`config.mk`:
```
export PLATFORM = sky130hd
export DESIGN_NAME = dma_controller
export DESIGN_NICKNAME = d
export VERILOG_FILES = /design/src/dma_pkg.sv /design/src/dma_controller.sv /design/src/dma_arbiter.sv
export SDC_FILE = /design/constraint.sdc
export NUM_CORES = 1
export LEC_CHECK = 0
export ABC_AREA = 1
export CAP_MARGIN = 30
export CORE_MARGIN = 2
export CORE_UTILIZATION = 55
export CTS_BUF_LIST = sky130_fd_sc_hd__clkbuf_2
export DETAILED_ROUTE_END_ITERATION = 6
export DONT_BUFFER_PORTS = 1
export PLACE_DENSITY = 0.76
export SLEW_MARGIN = 0
export SYNTH_ARGS = -nofsm -noshare
export SYNTH_HDL_FRONTEND = slang
export SYNTH_SLANG_ARGS = --single-unit
export TNS_END_PERCENT = 10
```
`constraint.sdc`:
```
create_clock -name clk -period 6.51 [get_ports clk]
set_input_delay 0.9765 -clock clk [delete_from_list [all_inputs] [get_ports clk]]
set_output_delay 0.9765 -clock clk [all_outputs]
set_load 0.005 [all_outputs]
```
`src/dma_pkg.sv`:
```
// shared constants, descriptor layout and state codes of the dma controller
package dma_pkg;

    // ****************************************************************
    // channel set
    // ****************************************************************
    localparam int NUM_CH = 8;
    localparam int CH_W   = 3;
    localparam int CNT_W  = 10;

    // ****************************************************************
    // descriptor control word layout
    // ****************************************************************
    localparam int CTL_MODE_LSB = 0;
    localparam int CTL_CNT_LSB  = 4;
    localparam int CTL_ARB_LSB  = 14;
    localparam int CTL_SINC_LSB = 24;
    localparam int CTL_DINC_LSB = 26;
    localparam int CTL_SIZE_LSB = 28;

    // descriptor words: source pointer, destination pointer, control
    localparam logic [1:0] W_SRC = 2'h0;
    localparam logic [1:0] W_DST = 2'h1;
    localparam logic [1:0] W_CTL = 2'h2;

    // ****************************************************************
    // encodings
    // ****************************************************************
    localparam logic [2:0] MODE_STOP   = 3'h0;
    localparam logic [2:0] MODE_BASIC  = 3'h1;
    localparam logic [2:0] MODE_AUTO   = 3'h2;
    localparam logic [2:0] MODE_PP     = 3'h3;
    localparam logic [2:0] MODE_MEM_SG = 3'h4;
    localparam logic [2:0] MODE_PER_SG = 3'h6;

    localparam logic [1:0] SIZE_WORD = 2'h2;
    localparam logic [1:0] INC_BYTE  = 2'h0;
    localparam logic [1:0] INC_HALF  = 2'h1;
    localparam logic [1:0] INC_WORD  = 2'h2;

    typedef enum logic [2:0] {
        S_IDLE  = 3'b000,
        S_FETCH = 3'b001,
        S_RD    = 3'b010,
        S_WR    = 3'b011,
        S_WB    = 3'b100
    } state_e;

    // address step per increment code; the fourth code holds still
    function automatic logic [31:0] inc_step(input logic [1:0] code);
        logic [31:0] s;
        s = 32'h0000_0000;
        if (code == INC_BYTE) s = 32'h0000_0001;
        if (code == INC_HALF) s = 32'h0000_0002;
        if (code == INC_WORD) s = 32'h0000_0004;
        return s;
    endfunction

endpackage

```
`src/dma_controller.sv`:
```
// multichannel dma engine: arbitration, descriptor walk, data moves
//
// Notes on behaviour
// - item size of 8, 16 or 32 bits comes from each descriptor
// - source and destination step byte, half, word or not at all
// - two priority levels; pending high channels are served first
// - items per burst before re-arbitration set per descriptor
// - bus accesses only issued while the processor leaves the bus idle
// - each peripheral path owns its own channel and request line
// - the top channel has no peripheral request, software only
// - every channel also accepts a software request
// - enable and configuration are held per channel
// - a completion pulse is raised for the finished channel
// - basic mode moves only while request stands, pauses otherwise
// - auto mode runs to the end once started by one request
// - ping-pong flips between primary and alternate and keeps going
// - memory scatter-gather copies tasks to alternate and runs each
// - peripheral scatter-gather advances tasks only on requests
// - completion clears the channel enable
// - alternate entries sit at table indices 32 to 63
// - remaining count decrements per item, reads zero when done
`timescale 1ns/1ps
module dma_controller
    import dma_pkg::*;
(
    // clock and reset
    input  wire logic              clk,
    input  wire logic              reset,
    // configuration
    input  wire logic              ctrl_enable,
    input  wire logic [31:10]      table_base,
    input  wire logic [NUM_CH-1:0] prio_high,
    // channel control
    input  wire logic [NUM_CH-1:0] chan_enable_set,
    input  wire logic [NUM_CH-1:0] chan_disable,
    input  wire logic [NUM_CH-1:0] sw_req,
    input  wire logic [NUM_CH-2:0] periph_req,
    input  wire logic              err_clear,
    // status
    output logic      [NUM_CH-1:0] chan_enabled,
    output logic      [NUM_CH-1:0] chan_done,
    output logic                   error_irq,
    // memory bus master
    input  wire logic              cpu_bus_busy,
    output logic                   bus_valid,
    output logic                   bus_write,
    output logic      [31:0]       bus_addr,
    output logic      [31:0]       bus_wdata,
    output logic      [1:0]        bus_size,
    input  wire logic              bus_ready,
    input  wire logic [31:0]       bus_rdata,
    input  wire logic              bus_err
);

    // ****************************************************************
    // state
    // ****************************************************************
    state_e            state_q, state_d;
    logic [CH_W-1:0]   ch_q;
    logic [1:0]        w_q;
    logic [15:0]       beat_q;
    logic [31:0]       src_q, dst_q, ctl_q, data_q;
    logic [NUM_CH-1:0] en_q, run_q, alt_q, sg_q, per_q, last_q, done_q;
    logic [NUM_CH-2:0] req_s1_q, req_s2_q;
    logic              err_q;

    // ****************************************************************
    // request gathering
    // ****************************************************************
    // pins pass two flops; the top channel has no pin at all
    wire [NUM_CH-1:0] req_all = {1'b0, req_s2_q} | sw_req;
    wire [NUM_CH-1:0] pend    = en_q & (req_all | run_q);
    wire [CH_W-1:0]   gnt;
    wire              any;

    dma_arbiter u_arb (
        .pend (pend),
        .high (prio_high),
        .gnt  (gnt),
        .any  (any)
    );

    // ****************************************************************
    // descriptor decode
    // ****************************************************************
    wire [2:0]       mode_w = ctl_q[CTL_MODE_LSB +: 3];
    wire [CNT_W-1:0] cnt_w  = ctl_q[CTL_CNT_LSB +: CNT_W];
    wire [3:0]       arb_w  = ctl_q[CTL_ARB_LSB +: 4];
    wire [1:0]       size_w = ctl_q[CTL_SIZE_LSB +: 2];
    wire [CNT_W-1:0] cnt_dec = cnt_w - CNT_W'(1);
    wire             cnt_z  = (cnt_w == '0);
    wire             alt_c  = alt_q[ch_q];
    // primary of a task list copies one task word per item
    wire sg_prim = !alt_c && (mode_w == MODE_MEM_SG ||
                              mode_w == MODE_PER_SG);
    // modes that move only while the request stands
    wire level_w = mode_w == MODE_BASIC || mode_w == MODE_PER_SG ||
                   (alt_c && sg_q[ch_q] && per_q[ch_q]);
    wire [31:0] src_step = sg_prim ? inc_step(INC_WORD)
                         : inc_step(ctl_q[CTL_SINC_LSB +: 2]);
    wire [31:0] dst_step = sg_prim ? inc_step(INC_WORD)
                         : inc_step(ctl_q[CTL_DINC_LSB +: 2]);
    wire [15:0] beat_nx = beat_q + 16'h0001;
    wire [15:0] arb_lim = 16'h0001 << arb_w;

    // burst ends on count, arbitration size, dropped request or task edge
    wire stop_w = cnt_dec == '0 || beat_nx == arb_lim ||
                  (level_w && !req_all[ch_q]) ||
                  (sg_prim && cnt_dec[1:0] == 2'h0);

    // ****************************************************************
    // bus access
    // ****************************************************************
    wire active = state_q != S_IDLE;
    wire acc    = bus_valid && bus_ready;
    wire ok     = acc && !bus_err;
    wire errhit = acc && bus_err;
    wire [1:0]  tw = 2'h0 - cnt_w[1:0];
    // alternate entries live in the upper half of the table
    wire [31:0] desc_addr = {table_base, alt_c, 5'(ch_q), w_q, 2'b00};
    wire [31:0] task_addr = {table_base, 1'b1, 5'(ch_q), tw, 2'b00};
    wire [31:0] wb_word = w_q == W_SRC ? src_q
                        : w_q == W_DST ? dst_q : ctl_q;

    // processor traffic always wins the bus
    assign bus_valid = active && !cpu_bus_busy;
    assign bus_write = state_q == S_WR || state_q == S_WB;
    assign bus_addr  = state_q == S_RD ? src_q
                     : state_q == S_WR ? (sg_prim ? task_addr : dst_q)
                     : desc_addr;
    assign bus_wdata = state_q == S_WB ? wb_word : data_q;
    assign bus_size  = (state_q == S_RD || state_q == S_WR) && !sg_prim
                     ? size_w : SIZE_WORD;

    // ****************************************************************
    // end of burst decisions
    // ****************************************************************
    wire fetch_end = state_q == S_FETCH && ok && w_q == W_CTL;
    wire wb_end    = state_q == S_WB && ok && w_q == W_CTL;
    wire bad_desc  = bus_rdata[CTL_MODE_LSB +: 3] == MODE_STOP ||
                     bus_rdata[CTL_CNT_LSB +: CNT_W] == '0;
    wire pp_flip   = wb_end && cnt_z && mode_w == MODE_PP;
    wire sg_go     = wb_end && sg_prim && cnt_w[1:0] == 2'h0;
    wire sg_back   = wb_end && cnt_z && alt_c && sg_q[ch_q] &&
                     !last_q[ch_q];
    wire fin = (wb_end && cnt_z && mode_w != MODE_PP && !sg_prim &&
                !sg_back) || (fetch_end && bad_desc) || errhit;
    wire done_now = (fin && !errhit) || pp_flip;

    // ****************************************************************
    // sequencer
    // ****************************************************************
    always_comb begin
        state_d = state_q;
        unique case (state_q)
            S_IDLE:  if (ctrl_enable && any) state_d = S_FETCH;
            S_FETCH: begin
                if (errhit || (fetch_end && bad_desc)) state_d = S_IDLE;
                else if (fetch_end) state_d = S_RD;
            end
            S_RD: begin
                if (errhit) state_d = S_IDLE;
                else if (ok) state_d = S_WR;
            end
            S_WR: begin
                if (errhit) state_d = S_IDLE;
                else if (ok) state_d = stop_w ? S_WB : S_RD;
            end
            S_WB: if (errhit || wb_end) state_d = S_IDLE;
            default: state_d = S_IDLE;
        endcase
    end

    // datapath: descriptor words, moved item, pointers and count
    always_ff @(posedge clk or posedge reset) begin
        if (reset) begin
            state_q <= S_IDLE;
            ch_q    <= '0;
            w_q     <= '0;
            beat_q  <= '0;
            src_q   <= '0;
            dst_q   <= '0;
            ctl_q   <= '0;
            data_q  <= '0;
        end else begin
            state_q <= state_d;
            if (state_q == S_IDLE) begin
                ch_q   <= gnt;
                w_q    <= W_SRC;
                beat_q <= '0;
            end
            if ((state_q == S_FETCH || state_q == S_WB) && ok)
                w_q <= (w_q == W_CTL) ? W_SRC : w_q + 2'h1;
            if (state_q == S_FETCH && ok) begin
                if (w_q == W_SRC) src_q <= bus_rdata;
                if (w_q == W_DST) dst_q <= bus_rdata;
                if (w_q == W_CTL) ctl_q <= bus_rdata;
            end
            if (state_q == S_RD && ok) data_q <= bus_rdata;
            if (state_q == S_WR && ok) begin
                src_q  <= src_q + src_step;
                dst_q  <= dst_q + dst_step;
                beat_q <= beat_nx;
                ctl_q[CTL_CNT_LSB +: CNT_W] <= cnt_dec;
            end
        end
    end

    // per channel enable, run latch, descriptor select and task state
    always_ff @(posedge clk or posedge reset) begin
        if (reset) begin
            en_q   <= '0;
            run_q  <= '0;
            alt_q  <= '0;
            sg_q   <= '0;
            per_q  <= '0;
            last_q <= '0;
            done_q <= '0;
            err_q  <= 1'b0;
        end else begin
            for (int i = 0; i < NUM_CH; i++) begin
                logic sel;
                sel = active && ch_q == CH_W'(i);
                // software set wins over a completion in the same cycle
                en_q[i] <= chan_enable_set[i] || (en_q[i] &&
                           !chan_disable[i] && !(sel && fin));
                run_q[i] <= en_q[i] && !(sel && fin) &&
                            (req_all[i] || (run_q[i] &&
                            !(sel && wb_end && level_w)));
                done_q[i] <= sel && done_now;
                if (sel && fin) alt_q[i] <= 1'b0;
                else if (sel && pp_flip) alt_q[i] <= !alt_q[i];
                else if (sel && sg_go) alt_q[i] <= 1'b1;
                else if (sel && sg_back) alt_q[i] <= 1'b0;
                if (sel && fetch_end && !alt_q[i]) begin
                    sg_q[i]  <= bus_rdata[2:0] == MODE_MEM_SG ||
                                bus_rdata[2:0] == MODE_PER_SG;
                    per_q[i] <= bus_rdata[2:0] == MODE_PER_SG;
                end
                if (sel && sg_go) last_q[i] <= cnt_z;
            end
            err_q <= errhit || (err_q && !err_clear);
        end
    end

    // peripheral request pins cross in through two flops
    always_ff @(posedge clk or posedge reset) begin
        if (reset) begin
            req_s1_q <= '0;
            req_s2_q <= '0;
        end else begin
            req_s1_q <= periph_req;
            req_s2_q <= req_s1_q;
        end
    end

    assign chan_enabled = en_q;
    assign chan_done    = done_q;
    assign error_irq    = err_q;

    wire [NUM_CH-1:0] lower = (NUM_CH'(1) << gnt) - NUM_CH'(1);
    wire [NUM_CH-1:0] level = prio_high[gnt] ? prio_high : ~prio_high;
endmodule // dma_controller

```
`src/dma_arbiter.sv`:
```
// fixed priority channel arbiter with a high and a default level
`timescale 1ns/1ps
module dma_arbiter
    import dma_pkg::*;
(
    // requests
    input  wire logic [NUM_CH-1:0] pend,
    input  wire logic [NUM_CH-1:0] high,
    // result
    output logic      [CH_W-1:0]   gnt,
    output logic                   any
);

    // high level wins when present, else the whole pending set competes
    wire [NUM_CH-1:0] hp   = pend & high;
    wire [NUM_CH-1:0] cand = (|hp) ? hp : pend;

    // scan downward so the lowest number is left standing
    always_comb begin
        gnt = '0;
        for (int i = NUM_CH - 1; i >= 0; i--) begin
            if (cand[i]) gnt = CH_W'(i);
        end
    end

    assign any = |pend;

endmodule // dma_arbiter

```
Word level (Yosys, flattened, before mapping)
Cells that the tools add are included.
{ "word_totals": {"ff_bits": 223, "inputBits": 100, "out_inout_bits": 85, "word_cells": 437} }
{ "op_classes": {"n_addsub": 6, "order_cmp": 1, "eq_ne": 30, "n_shift": 1, "n_mux": 90, "n_bitwise": 4, "n_reduce_logical": 258} }
{ "ops": {"columns": ["operator", "n"], "rows": [
  ["two-way mux 32 bit", 18],
  ["logical AND 1 bit", 151],
  ["adder 32 bit", 2],
  ["two-way mux 3 bit", 17],
  ["logical NOT 1 bit", 41],
  ["two-way mux 1 bit", 39],
  ["logical OR 1 bit", 33],
  ["two-way mux 16 bit", 2],
  ["nonzero test 4 bit", 8],
  ["logical NOT 10 bit", 3],
  ["two-way mux 14 bit", 2],
  ["equality test 3 bit (second input constant)", 9],
  ["adder 16 x 1 -> 16 bit (second input constant)", 1],
  ["AND 8 bit", 2],
  ["equality test 16 bit", 1],
  ["OR reduction 8 bit", 2],
  ["left shift 1 x 4 -> 16 bit (first input constant)", 1],
  ["binary-select mux 1 bit (select 3 bit)", 5],
  ["equality test 3 x 2 -> 1 bit (second input constant)", 5],
  ["one-hot mux 3 bit (5 select lines)", 1],
  ["nonzero test 2 bit", 6],
  ["logical NOT 2 bit", 5],
  ["two-way mux 10 bit", 1],
  ["subtractor 10 x 1 -> 10 bit (second input constant)", 1],
  ["17 further kinds", 34]
]} }

Longest topological paths before layout
{ "logic_depth": {"ltp_word": 18, "mapped_depth": 26, "ltp_nobuf": 25} }

Cells and area by module
From an unflattened synthesis, not the netlist that was laid out.
{ "hier_totals": {"cells_unflattened": 1969, "hier_area_um2": 13987.2} }
{ "modules_own_cells": {"columns": ["mod", "n_inst", "cells_each", "area_each_um2", "seq_area_each_um2"], "rows": [
  ["dma_controller", 1, 1918, 13734.4, 5580.4],
  ["dma_arbiter", 1, 51, 252.7, 0.0]
]} }

Worst setup path before layout
Ideal clock, no wire load.
{ "synth_timing": {"path_type": "register to register", "startpoint": "register ch_q[0]", "endpoint": "register src_q[24]", "setup_time_ns": 0.127, "arrival_time_ns": 2.948, "required_time_ns": 6.383, "slack_ns": 3.435, "path_stages_with_launch": 26, "n_path_buf": 1, "period_less_slack_ns": 3.075, "path_cell_list": "dfrtp_1 -> inv_2 -> buf_4 -> nand2_1 -> nand2_1 -> nand2_1 -> nand2_1 -> nand2_1 -> nand2_1 -> inv_2 -> nand2_2 -> clkinv_2 -> nor3_1 -> ha_1 -> fa_1 -> nand2_1 -> nand2_1 -> nand4_1 -> nor2_1 -> nand3_1 -> nor2_1 -> inv_1 -> nor2_1 -> nand2_1 -> o31ai_1 -> nand2_1"} }
{ "synth_via": {"elab_chain_len": 7} }
{ "synth_lines": {"columns": ["item", "line_no", "text"], "rows": [
  ["start, declared", "dma_controller.sv:59", "logic [CH_W-1:0] ch_q;"],
  ["start signal, assigned", "dma_controller.sv:188", "ch_q <= gnt;"],
  ["binary-select mux 1 bit (select 3 bit)", "dma_controller.sv:92", "wire alt_c = alt_q[ch_q];"],
  ["two-way mux 1 bit (not written as such)", "dma_controller.sv:92", null],
  ["logical NOT 1 bit", "dma_controller.sv:94", "wire sg_prim = !alt_c && (mode_w == MODE_MEM_SG ||"],
  ["logical AND 1 bit", "dma_controller.sv:94", null],
  ["two-way mux 32 bit", "dma_controller.sv:99", "wire [31:0] src_step = sg_prim ? inc_step(INC_WORD)"],
  ["adder 32 bit", "dma_controller.sv:201", "src_q <= src_q + src_step;"],
  ["two-way mux 32 bit", "dma_controller.sv:200", "if (state_q == S_WR && ok) begin"],
  ["end signal, assigned", "dma_controller.sv:195", "if (w_q == W_SRC) src_q <= bus_rdata;"],
  ["end signal, assigned", "dma_controller.sv:201", null],
  ["end, declared", "dma_controller.sv:62", "logic [31:0] src_q, dst_q, ctl_q, data_q;"]
]} }
No other way between the ends. The select of a mux whose other input is x is not followed.
A chain may end at the register's enable or synchronous reset.

Final worst setup path
{ "layout_timing": {"startpoint": "register ch_q[0]", "endpoint": "output port bus_addr[9]"} }
{ "layout_via": {"elab_chain_len": 7} }
{ "layout_lines": {"columns": ["item", "line_no", "text"], "rows": [
  ["binary-select mux 1 bit (select 3 bit) (*)", "dma_controller.sv:92", null],
  ["two-way mux 1 bit (not written as such) (*)", "dma_controller.sv:92", null],
  ["logical NOT 1 bit", "dma_controller.sv:94", null],
  ["logical AND 1 bit", "dma_controller.sv:94", null],
  ["two-way mux 32 bit", "dma_controller.sv:129", ": state_q == S_WR ? (sg_prim ? task_addr : dst_q)"],
  ["two-way mux 32 bit (*)", "dma_controller.sv:129", null],
  ["two-way mux 32 bit (*)", "dma_controller.sv:128", "assign bus_addr = state_q == S_RD ? src_q"],
  ["end, declared", "dma_controller.sv:47", "output logic [31:0] bus_addr,"]
]} }
Every way passes the cells marked *; elsewhere a longest branch is shown, timed or not. The select of a mux whose other input is x is not followed.

==> results.cfg <==
[setup_path]
crit_chain = inv_2, nand2_1, nand2_1, nand2_1, nand2_1, nand2_1, nand2_1, inv_2, nand2_2, nand2_1, buf_4, inv_1, nand2_1, o221ai_1, o21ai_0
cp_num_buf_inv = 4
crit_family = buffers and inverters
critPathMaxFanout = 30
critPathLaunchType = flop
cp.required_ns = 5.53
arrival_ns = 4.29
path_common_cell = nand2_1
cpMaxStageDelayCell = inv_1
worstSetupEndpointType = output port
critical_path_class = flop to output port
slowest_delay_ns = 0.58

[clock_network]
clock_latency_ns = 0.91
clkSinkCount = 223
cts_buffers = 60
clockBufferDepth = 3
post-cts-setup-buffers = 0
cts.repair.resized = 0
cts_tree = done
ctsRootBufferMaster = clkbuf_2
clk_pin_slew_ns = 0.10
htree_levels = 2
hold_buffers = 1

[synthesis]
synth_common_cells = nand2_1, inv_1, dfrtp_1, o21ai_0, nor2_1
async_flop_share = 1.00
yosysWarnings = 0
synth_seq_cells = 223
synth_top_area_frac = 0.400
netlist_area_um2 = 13900
synth_top_area_cell = dfrtp_1
yosysMostFrequentCell = nand2_1
postSynthAreaPerCell_um2 = 6.95
ys_seq_area_frac = 0.400
synthTopCellsByArea = dfrtp_1, nand2_1, o21ai_0, inv_1, nor2_1
syn_nets = 2117
yosysUniqueCellTypes = 52
synth_cells = 2006
synth_enable_flop_cells = 0
synth-main-ff-cell = dfrtp_1

[floorplan]
die_w_um = 163
initial_core_util = 0.557
num_rows = 58
num_io_pins = 185
core_um2 = 25000
dieArea_um2 = 26600
die_h_um = 163

[power]
pwr-share-clk = 0.178
switching_share = 0.480
combPwrFrac = 0.431
ir_drop_mv = 0.310
p_sw_mw = 2.70
p_per_area_nw_per_um2 = 383
total_power_mw = 5.62
p_seq_frac = 0.391
p_int_mw = 2.92
leakagePower_nw = 7.14

[global_routing]
antenna_found_initial = 2
grt_pass1_wl_mm = 70.4
grt_remaining_overflow = 0
track_usage = 0.333
grt_max_degree = 144
grt_pass1_vias = 13600

[cells_and_area]
final_cells = 2380
design_area_um2 = 14700
nets = 2124
final_core_utilization = 0.587
seqCellArea_um2 = 5580
drive_gt1_frac = 0.0732
multiInputGateArea_um2 = 7030
fillerInstances = 2450
area_growth_pct = 5.45

[job]
maxCapViolCount = 0

[route]
drt.antenna.violating_nets = 0
drtPass1Iterations = 5
drt_iter0_drc = 1251
wire_per_inst_um = 18.6
drc_errors = 0
avgViaCountPerCell = 5.91
vias = 14100
routed_wl_mm = 44.3

[sta]
maxSlewViolCount = 0
tightestPinTransition_ns = 0.849
hold_viol = 0
whs_ns = 0.118
finClkSkew_ns = 0.0494
fin_crit_ns = 5.26
setup_viol = 0
finalCritPeriodShare = 0.808
clock.fmax_mhz = 190
setup_ws_ns = 1.25
rsz0062_at_grt = no
setup_tns_ns = 0
slew_headroom = 0.434

[placed_design]
placed_cells = 2280
dp_hpwl_mm = 32.0
gp_congestion = 0.984
placed_cell_area_um2 = 14200
dp_slack_ns = 2.32
io_buffers = 0

[worst_hold_path]
hp-class = input port to flop

[outcome]
status = finished, final reports clean
==> cell usage in the layout (no fill, tap or decap), drive strengths merged, types with 2 or more instances in the layout <==
master / netlist / routed
nor2: 214 / 214
nand2: 557 / 557
fa: 2 / 2
inv: 264 / 264
or2: 3 / 3
a21oi: 79 / 79
a311oi: 3 / 3
mux2: 3 / 3
o21ai: 219 / 219
a22oi: 3 / 3
buf: 37 / 14
ha: 9 / 9
o31ai: 10 / 10
clkinv: 4 / 9
xor2: 32 / 32
a221oi: 2 / 2
nor3: 38 / 38
o22ai: 63 / 63
nand3: 97 / 97
nand3b: 13 / 13
clkbuf: 33 / 90
o211ai: 27 / 27
dfrtp: 223 / 223
nor4: 6 / 6
a31oi: 7 / 7
nand4: 34 / 34
o221ai: 16 / 16
clkinvlp: 0 / 2
==> path summary, 6_finish.rpt <==
check / from / to / slack, ns / cells after the start
max: ch_q[0] / bus_addr[9] / 1.25 / 15
min: periph_req[4] / req_s1_q[4] / 0.12 / 0
max reg2reg: ch_q[0] / src_q[24] / 2.42 / 24
min reg2reg: req_s1_q[1] / req_s2_q[1] / 0.34 / 0
max in group asynchronous: reset / src_q[0] / 4.65 / 3
min in group asynchronous: reset / data_q[11] / 0.63 / 2
==> metal layers <==
metal,wire length (um),part of all wire,GRT usage
met1,17300,0.39,0.426
met2,20500,0.46,0.528
met3,4100,0.092,0.0663
met4,2410,0.054,0.189
met5,11,0.00025,0
==> cell type report <==
type                            instances  area share
Multi-Input combinational cell       1445       0.478
Sequential cell                       223       0.380
Inverter                              268      0.0690
Clock buffer                           90      0.0307
Tap cell                              330      0.0281
Timing Repair Buffer                   15      0.0100
Clock inverter                          8     0.00409
Antenna cell                            1    0.000170
==> sequential cells by signal, indices dropped and copies added, names as in the netlist, 8 cells and up <==
register,flops
src_q,32
chan_done,8
ctl_q,32
alt_q,8
dst_q,32
per_q,8
last_q,8
sg_q,8
beat_q,16
data_q,32
run_q,8
chan_enabled,8
==> cells by family (layout without fill, tap and decap cells) <==
family / count (synthesis) / after routing / share of synthesized area
buffers and inverters: 338 / 381 / 0.0958
flip-flops: 223 / 223 / 0.400
AND/OR/NAND/NOR: 965 / 965 / 0.294
multiplexers: 3 / 3 / 0.00242
adder cells (fa/ha/maj): 11 / 11 / 0.0110
other: 0 / 1 / 0
AO/OA/AOI/OAI: 433 / 433 / 0.176
XOR/XNOR: 33 / 33 / 0.0207
==> power groups by stage <==
stage / Sequential, mW / Combinational (mW) / Clock [mW]
global route: 2.24 / 2.70 / 1.09
detailed placement: 2.20 / 2.38 / 0
finish: 2.20 / 2.42 / 1.00
global placement: 2.19 / 2.33 / 0
CTS: 2.18 / 2.38 / 1.02
floorplan: 2.06 / 1.80 / 0
(Power assumes the default switching activity.)
